==> src/pkg/fdr_consts.vh <==
`ifndef FDR_CONSTS_VH
`define FDR_CONSTS_VH
// Channel count and word size
`define FDR_CHANNELS 8
`define FDR_WORD_BITS 16
`define FDR_CNT_W 5
// Bit counter value that closes a valid 16-bit frame
`define FDR_FIRST_WORD 5'h10
// Later words in a chained frame are 8 bits long
`define FDR_NEXT_WORD 5'h08
// Command code that clears a channel's faults
`define FDR_CMD_CLEAR 2'h0
`define FDR_CMD_INPUT 2'h1
`define FDR_CMD_ON 2'h2
`define FDR_CMD_OFF 2'h3
// Reset value of the command word
`define FDR_CMD_RESET 16'hffff
// Bit counter start and step
`define FDR_CNT_ZERO 5'h00
`define FDR_CNT_ONE 5'h01
// Reset values of the report shifter and clear strobes
`define FDR_REPORT_RESET 16'h0000
`define FDR_CLEAR_NONE 8'h00
`define FDR_FLAGS_RESET 8'h00
`endif

==> src/hw/fdr_channel_faults.v <==
`timescale 1ns/1ps
`include "fdr_consts.vh"
module fdr_channel_faults (
  input wire clk,
  input wire reset_n,
  input wire driverOn,
  input wire diagEnable,
  input wire openLoadDetect,
  input wire overloadDetect,
  input wire overtempDetect,
  input wire clearFault,
  output reg openLoadFlag,
  output reg driverFaultFlag
);
  // Latched per-channel faults; a new event beats a clear
  always @(posedge clk or negedge reset_n) begin
    if (!reset_n) begin
      openLoadFlag <= 1'b0;
      driverFaultFlag <= 1'b0;
    end else begin
      if (!driverOn && diagEnable && openLoadDetect) begin
        openLoadFlag <= 1'b1;
      end else if (clearFault) begin
        openLoadFlag <= 1'b0;
      end
      if ((driverOn && overloadDetect) || overtempDetect) begin
        driverFaultFlag <= 1'b1;
      end else if (clearFault) begin
        driverFaultFlag <= 1'b0;
      end
    end
  end
endmodule

==> src/hw/fdr_diag_report.v <==
`timescale 1ns/1ps
`include "fdr_consts.vh"
module fdr_diag_report (
  input wire clk,
  input wire reset_n,
  input wire chip_select_n,
  input wire serialClk,
  input wire serialIn,
  input wire [7:0] driverOn,
  input wire [7:0] diagEnable,
  input wire [7:0] openLoadDetect,
  input wire [7:0] overloadDetect,
  input wire [7:0] overtempDetect,
  input wire limpHomeExit,
  input wire undervoltageExit,
  input wire lowPowerToOffExit,
  output reg serialOut,
  output reg serialOutEnable,
  output reg [15:0] commandWord,
  output reg commandValid,
  output reg [7:0] channelEnable,
  output reg [7:0] openLoadFlags,
  output reg [7:0] driverFaultFlags
);
  wire [7:0] olFlag;
  wire [7:0] dfFlag;
  reg [7:0] clearFault;
  reg csPrev;
  reg sclkPrev;
  reg [4:0] bitCount;
  reg frameOk;
  reg [15:0] shiftIn;
  reg [15:0] shiftOut;
  reg transmissionError;
  reg [15:0] next_report;
  reg [15:0] next_command;
  integer i;
  integer j;

  // Frame length check: 16 bits, then whole 8-bit extensions
  function lengthOk;
    input [4:0] count;
    begin
      lengthOk = (count == `FDR_FIRST_WORD);
    end
  endfunction

  // Per-channel fault latches
  genvar ch;
  generate
    for (ch = 0; ch < `FDR_CHANNELS; ch = ch + 1) begin : gChan
      fdr_channel_faults uFault (
        .clk(clk),
        .reset_n(reset_n),
        .driverOn(driverOn[ch]),
        .diagEnable(diagEnable[ch]),
        .openLoadDetect(openLoadDetect[ch]),
        .overloadDetect(overloadDetect[ch]),
        .overtempDetect(overtempDetect[ch]),
        .clearFault(clearFault[ch]),
        .openLoadFlag(olFlag[ch]),
        .driverFaultFlag(dfFlag[ch])
      );
    end
  endgenerate

  // Diagnostic word with error flag on top
  always @* begin
    next_report = {`FDR_WORD_BITS{1'b0}};
    for (i = 0; i < `FDR_CHANNELS; i = i + 1) begin
      next_report[2*i+1] = olFlag[i];
      next_report[2*i] = dfFlag[i];
    end
    next_report[`FDR_WORD_BITS-1] = transmissionError;
  end

  // Command word with new serial bit
  always @* begin
    next_command = {shiftIn[14:0], serialIn};
  end

  // Select edges seen on the system clock
  wire csFall;
  wire csRise;
  assign csFall = csPrev && !chip_select_n;
  assign csRise = !csPrev && chip_select_n;

  // Serial clock edges, ignored in the cycle the select falls
  wire sclkRise;
  wire sclkFall;
  assign sclkRise = !chip_select_n && !csFall && !sclkPrev && serialClk;
  assign sclkFall = !chip_select_n && !csFall && sclkPrev && !serialClk;

  // Mode exits that force the error flag
  wire modeExit;
  assign modeExit = limpHomeExit || undervoltageExit || lowPowerToOffExit;

  // Frame closes after 16 bits or 16 plus whole 8-bit words
  wire frameAccept;
  assign frameAccept = csRise && lengthOk(bitCount) && frameOk;

  // Previous-cycle samples of select and serial clock
  always @(posedge clk or negedge reset_n) begin
    if (!reset_n) begin
      csPrev <= 1'b1;
      sclkPrev <= 1'b0;
    end else begin
      csPrev <= chip_select_n;
      sclkPrev <= serialClk;
    end
  end

  // Receive side: bit counter and command shifter
  always @(posedge clk or negedge reset_n) begin
    if (!reset_n) begin
      bitCount <= `FDR_CNT_ZERO;
      frameOk <= 1'b0;
      shiftIn <= `FDR_CMD_RESET;
    end else if (csFall) begin
      bitCount <= `FDR_CNT_ZERO;
      frameOk <= 1'b0;
    end else if (sclkRise) begin
      shiftIn <= next_command;
      if (bitCount == `FDR_FIRST_WORD) begin
        bitCount <= `FDR_CNT_ONE + `FDR_NEXT_WORD;
      end else begin
        bitCount <= bitCount + `FDR_CNT_ONE;
      end
      if (bitCount == `FDR_FIRST_WORD - `FDR_CNT_ONE) begin
        frameOk <= 1'b1;
      end
    end
  end

  // Transmit side: error flag first, then report bits on falls
  always @(posedge clk or negedge reset_n) begin
    if (!reset_n) begin
      shiftOut <= `FDR_REPORT_RESET;
      serialOut <= 1'b0;
      serialOutEnable <= 1'b0;
    end else if (csFall) begin
      shiftOut <= {next_report[14:0], 1'b0};
      serialOut <= next_report[`FDR_WORD_BITS-1];
      serialOutEnable <= 1'b1;
    end else if (sclkFall) begin
      serialOut <= shiftOut[`FDR_WORD_BITS-1];
      shiftOut <= {shiftOut[14:0], shiftIn[15]};
    end else if (csRise) begin
      serialOutEnable <= 1'b0;
    end
  end

  // Accepted command and per-channel clear strobes
  always @(posedge clk or negedge reset_n) begin
    if (!reset_n) begin
      commandWord <= `FDR_CMD_RESET;
      commandValid <= 1'b0;
      clearFault <= `FDR_CLEAR_NONE;
    end else begin
      commandValid <= frameAccept;
      if (frameAccept) begin
        commandWord <= shiftIn;
      end
      for (j = 0; j < `FDR_CHANNELS; j = j + 1) begin
        clearFault[j] <= frameAccept && (shiftIn[2*j+1 -: 2] == `FDR_CMD_CLEAR);
      end
    end
  end

  // Error flag; a mode exit wins over a good frame
  always @(posedge clk or negedge reset_n) begin
    if (!reset_n) begin
      transmissionError <= 1'b0;
    end else if (modeExit) begin
      transmissionError <= 1'b1;
    end else if (csRise && !frameAccept) begin
      transmissionError <= 1'b1;
    end else if (frameAccept) begin
      transmissionError <= 1'b0;
    end
  end

  // Channel gating: driver faults hold off, open-load does not
  always @(posedge clk or negedge reset_n) begin
    if (!reset_n) begin
      channelEnable <= `FDR_FLAGS_RESET;
    end else begin
      channelEnable <= ~dfFlag;
    end
  end

  // Registered copies of the fault latches
  always @(posedge clk or negedge reset_n) begin
    if (!reset_n) begin
      openLoadFlags <= `FDR_FLAGS_RESET;
      driverFaultFlags <= `FDR_FLAGS_RESET;
    end else begin
      openLoadFlags <= olFlag;
      driverFaultFlags <= dfFlag;
    end
  end
endmodule

==> config.mk <==
export PLATFORM = sky130hd
export DESIGN_NAME = fdr_diag_report
export DESIGN_NICKNAME = d
export VERILOG_FILES = /design/src/hw/fdr_channel_faults.v /design/src/hw/fdr_diag_report.v
export VERILOG_INCLUDE_DIRS = /design/src /design/src/pkg
export SDC_FILE = /design/constraint.sdc
export NUM_CORES = 1
export LEC_CHECK = 0
export BUFFER_PORTS_ARGS = -buffer_cell sky130_fd_sc_hd__buf_2
export CAP_MARGIN = 20
export CORE_MARGIN = 10
export CORE_UTILIZATION = 53
export CTS_CLUSTER_SIZE = 25
export DETAILED_ROUTE_END_ITERATION = 10
export PLACE_DENSITY = 0.78
export SYNTH_ARGS = -nofsm -noshare
export SYNTH_HDL_FRONTEND = slang
export SYNTH_HIERARCHICAL = 1
export SYNTH_SLANG_ARGS = --single-unit
export TNS_END_PERCENT = 10
==> constraint.sdc <==
create_clock -name clk -period 2.35 [get_ports clk]
set_input_delay 0.47 -clock clk [delete_from_list [all_inputs] [get_ports clk]]
set_output_delay 0.47 -clock clk [all_outputs]
set_load 0.1 [all_outputs]
# Yosys cells after proc, flatten, opt, wreduce, memory -nomap -nowiden
# Index checks and enable logic that the tools add are counted.
# classes
n_eq_ne	3
muxes	40
reduce_logical	98
bitwise	2
addsub	1
# op_table
cell	count
$logic_and A1 B1 Y1	42
$reduce_bool A2 Y1	20
$mux W1	35
$mux W16	2
$logic_not A2 Y1	8
$mux W5	3
$logic_not A1 Y1	14
$logic_or A1 B1 Y1	10
$not A8 Y8	1
$reduce_and A2 Y1	3
$add A5 B1 Y5 const B	1
$eq A5 B4 Y1 const B	1
$eq A5 B5 Y1 const B	1
$reduce_bool A3 Y1	1
$ne A2 B2 Y1 const B	1
$not A1 Y1	1
# word_totals
reg_bits	108
elab_cells	175

# Longest topological paths before layout
# logic_depth
word_depth	8
depth_mapped	7
mapped_depth_nobuf	6

# By module
# The synthesis kept the hierarchy.
# by_module_without_submodules
module	area_each_um2	cells_each	seq_area_each_um2	instances
fdr_diag_report	3502.1	242	2343.5	1
fdr_channel_faults	77.6	8	50.0	8

# Worst setup path after synthesis
# OpenSTA, ideal clock, no wires.
# synth_path
path_type	input -> register
start	input port chip_select_n
end	register shiftIn[10]
arrival_time_ns	1.621
required_ns	2.268
slack_ns	0.647
path_stages	6
n_path_buf	1
cell_sequence	inv_1 -> ha_1 -> nand3b_1 -> nor2_4 -> buf_6 -> mux2_2
# synth_between
elab_chain_len	7
elab_cells_between_ends	8
# synth_lines
element	line	source
start: declaration	fdr_diag_report.v:6	input wire chip_select_n,
$logic_not A1 Y1 (*)	fdr_diag_report.v:85, fdr_diag_report.v:91	
$logic_and A1 B1 Y1	fdr_diag_report.v:85	assign csFall = csPrev && !chip_select_n;
$logic_not A1 Y1	fdr_diag_report.v:91	assign sclkRise = !chip_select_n && !csFall && !sclkPrev && serialClk;
$logic_and A1 B1 Y1 (3 in series)	fdr_diag_report.v:91	
$reduce_and A2 Y1 (no source line) (*)	--	
end signal: assignment	fdr_diag_report.v:118	shiftIn <= `FDR_CMD_RESET;
end signal: assignment	fdr_diag_report.v:123	shiftIn <= next_command;
end: declaration	fdr_diag_report.v:32	reg [15:0] shiftIn;
# Every way passes the cells marked *; elsewhere a longest branch is shown, timed or not.
# A chain may end at the register's enable or synchronous reset.

# Final worst setup path
# layout_path
start	register bitCount[0]
end	register clearFault[4]
# layout_between
elab_chain_len	4
# layout_lines
element	line	source
start: declaration	fdr_diag_report.v:30	reg [4:0] bitCount;
start signal: assignment	fdr_diag_report.v:116	bitCount <= `FDR_CNT_ZERO;
start signal: assignment	fdr_diag_report.v:120	bitCount <= `FDR_CNT_ZERO;
start signal: assignment	fdr_diag_report.v:125	bitCount <= `FDR_CNT_ONE + `FDR_NEXT_WORD;
$eq A5 B5 Y1 (no source line)	--	
$logic_and A1 B1 Y1 (2 in series)	fdr_diag_report.v:100	assign frameAccept = csRise && lengthOk(bitCount) && frameOk;
$logic_and A1 B1 Y1	fdr_diag_report.v:165	clearFault[j] <= frameAccept && (shiftIn[2*j+1 -: 2] == `FDR_CMD_CLEAR);
end signal: assignment	fdr_diag_report.v:158	clearFault <= `FDR_CLEAR_NONE;
end signal: indexed assignment	fdr_diag_report.v:165	
end: declaration	fdr_diag_report.v:27	reg [7:0] clearFault;
# Every way passes these cells.

==> impl_metrics.tcl <==
set metrics [dict create \
    fin_crit_sh 0.7884 \
    crit_buf_inv 1 \
    intPower_mw 2.543 \
    vias 2563 \
    cts_tree "built" \
    grt_use_total 0.1403 \
    cap_violations 0 \
    core_um2 7647 \
    peakVddDrop_v 0.0003775 \
    clkSlewWorstSetupHoldPaths_ns 0.10 \
    reg2regPathDepth 5 \
    grt_use_met1 0.1715 \
    clkLatencyLatePin_ns 0.36 \
    viasPerCell 5.025 \
    final_util 0.6394 \
    status "completed" \
    regToRegEndpoint "clearFault[4]$_DFF_PN0_" \
    start_kind "register" \
    start_util 0.5391 \
    yosys_warnings 6 \
    power_frac_seq 0.597 \
    tightestPinTransition_ns 0.5270 \
    antennaDiodeCount 0 \
    holdBufCountCts 0 \
    io_buffers 90 \
    clock_sinks 108 \
    relSlewSlack 0.6487 \
    syn_inst 306 \
    design_area_um2 4890 \
    busiest_layer "met2" \
    p_comb_frac 0.072 \
    grt_use_met3 0.03034 \
    drtIter0Drc 118 \
    yosysUniqueCellTypes 29 \
    multi_input_area_um2 1205 \
    ant_nets 0 \
    synth_edf_count 0 \
    leakagePower_nw 2.557 \
    ys_seq_area_frac 0.6656 \
    synthArstFlopShare 1.000 \
    ios 91 \
    endpoint "clearFault[4]$_DFF_PN0_" \
    critPathTopFamily "simple AND/OR/NAND/NOR gates" \
    p_clk_frac 0.331 \
    layout_common_cells "buf_2, dfrtp_1, dfstp_2, inv_1, nand2_1" \
    hp-class "in2async" \
    die_y_um 108.2 \
    final_common_cell "buf_2" \
    syn2layout_area_growth_pct 18.60 \
    num-fill-cells 609 \
    drive_above_1_share 0.4412 \
    critPathSlowestCell "dfrtp_1" \
    cts_root_buf "clkbuf_8" \
    gp_congestion 0.7592 \
    cts-buffers-inserted 9 \
    switchingPower_mw 0.8028 \
    drc 0 \
    crit_path_end_kind "register" \
    setup_viol 0 \
    routedWlPerCell_um 15.71 \
    critPathMaxFanout 25 \
    cp.depth 5 \
    syn_area_per_cell_um2 13.47 \
    ys_seq_elements 108 \
    critPathMaxStageDelay_ns 0.42 \
    ff_latch_area_um2 2744 \
    antenna_found_initial 0 \
    p_per_area_nw_per_um2 684.2 \
    rsz0062_at_grt "false" \
    final_max_slew_viol_count 0 \
    cts_resized 0 \
    synthFlopType "dfrtp_1" \
    hold_viol_final 0 \
    crit_start "bitCount[0]$_DFFE_PN0P_" \
    grtUsageMet2 0.2336 \
    syn_area_um2 4123 \
    reg2reg_from "bitCount[0]$_DFFE_PN0P_" \
    finalPower_mw 3.346 \
    die-area_um2 11710 \
    rows 32 \
    grt_pass1_vias 2705 \
    skew_ns 0.008887 \
    final.setup.tns_ns 0 \
    cts_buffer_depth 2 \
    path_cells "inv_1, ha_1, and4bb_4, nand3_4, nor3_1" \
    post_dp_cell_area_um2 4692 \
    final_nets 457 \
    switching_share 0.2400 \
    cts_setup_buffers 0 \
    ff2ff_setup_slack_ns 0.50 \
    crit_required_ns 2.58 \
    grt_pass1_wl_mm 13.04 \
    cts_max_level 3 \
    arrival_ns 2.08 \
    crit_type "reg2reg" \
    grt-ovfl-total 0 \
    firstDrtPassIters 4 \
    min_period_ns 1.853 \
    finalWirelength_mm 8.013 \
    syn_nets 360 \
    hpwl_mm 6.038 \
    die_w_um 108.2 \
    grt_max_degree 44 \
    fmax_mhz 539.7 \
]
how the worst min path moves through the flow:
stage                                                        endpoint  slack (ns)
after detailed placement                   openLoadFlags[1]$_DFF_PN0_        0.39
after global placement                     openLoadFlags[7]$_DFF_PN0_        0.39
after CTS                 gChan[3].uFault/driverFaultFlag$_DFFE_PN0P_        0.08
after floorplan                               bitCount[0]$_DFFE_PN0P_        0.17
final                     gChan[3].uFault/driverFaultFlag$_DFFE_PN0P_        0.07
after global routing                       channelEnable[4]$_DFF_PN0_        0.11
sequential cells by signal, indices dropped and copies added (netlist names):
name                          cells
commandValid                      1
clearFault                        8
serialOut                         1
channelEnable                     8
frameOk                           1
openLoadFlags                     8
shiftOut                         16
gChan.uFault/driverFaultFlag      8
csPrev                            1
serialOutEnable                   1
sclkPrev                          1
commandWord                      16
gChan.uFault/openLoadFlag         8
driverFaultFlags                  8
shiftIn                          16
transmissionError                 1
bitCount                          5
routing by layer:
metal  wire [um]  up-vias
met1        3386     1280
li1            -     1221
met5           0        -
met3         345       11
met2        4124       51
met4         156        0
cell type report:
class	instances	share of cell area
Multi-Input combinational cell	159	0.2464
Timing Repair Buffer	95	0.1029
Clock buffer	9	0.02533
Sequential cell	108	0.5612
Inverter	30	0.02303
Clock inverter	7	0.01510
Tap cell	102	0.02610
stage by stage:
step,hold slack (ns),std cells,setup WS (ns)
finish,0.07176,510,0.4972
global route,0.1086,510,0.3646
CTS,0.08137,510,0.4996
detailed placement,0.3851,494,0.2928
global placement,0.3864,494,0.3691
floorplan,0.1744,306,0.6473
cell usage after synthesis (2+ instances only):
cell type,count,share of area
mux2_2,22,0.060
nor3_1,10,0.012
o21ai_0,18,0.022
dfrtp_1,75,0.46
ha_1,6,0.018
a21o_1,2,0.0036
nor2_1,3,0.0027
nand3b_1,3,0.0055
mux2_4,11,0.040
inv_1,30,0.027
o21ai_1,8,0.0097
nand2_1,27,0.025
a211oi_1,2,0.0036
mux2i_1,17,0.041
buf_6,3,0.0082
dfstp_2,33,0.21
or3_1,2,0.0030
clkbuf_1,4,0.0036
a21oi_1,13,0.016
o22ai_1,8,0.012
power by group through the flow:
stage | clock (mW) | combinational [mW] | sequential, mW
floorplan | 0 | 0.105 | 2.04
global placement | 0 | 0.236 | 2.02
detailed placement | 0 | 0.245 | 2.03
CTS | 1.14 | 0.246 | 2.00
global route | 1.21 | 0.270 | 2.01
finish | 1.11 | 0.241 | 2.00
logic make-up (layout without fill, tap and decap cells):
group / after synthesis / count (layout) / synth area share
buf+inv: 39 / 141 / 0.04218
mux: 50 / 50 / 0.1414
flops: 108 / 108 / 0.6656
fa+ha+maj: 6 / 6 / 0.01821
compound gates: 51 / 51 / 0.06677
simple gates: 52 / 52 / 0.06586
Power figures use the tool's default switching activity.
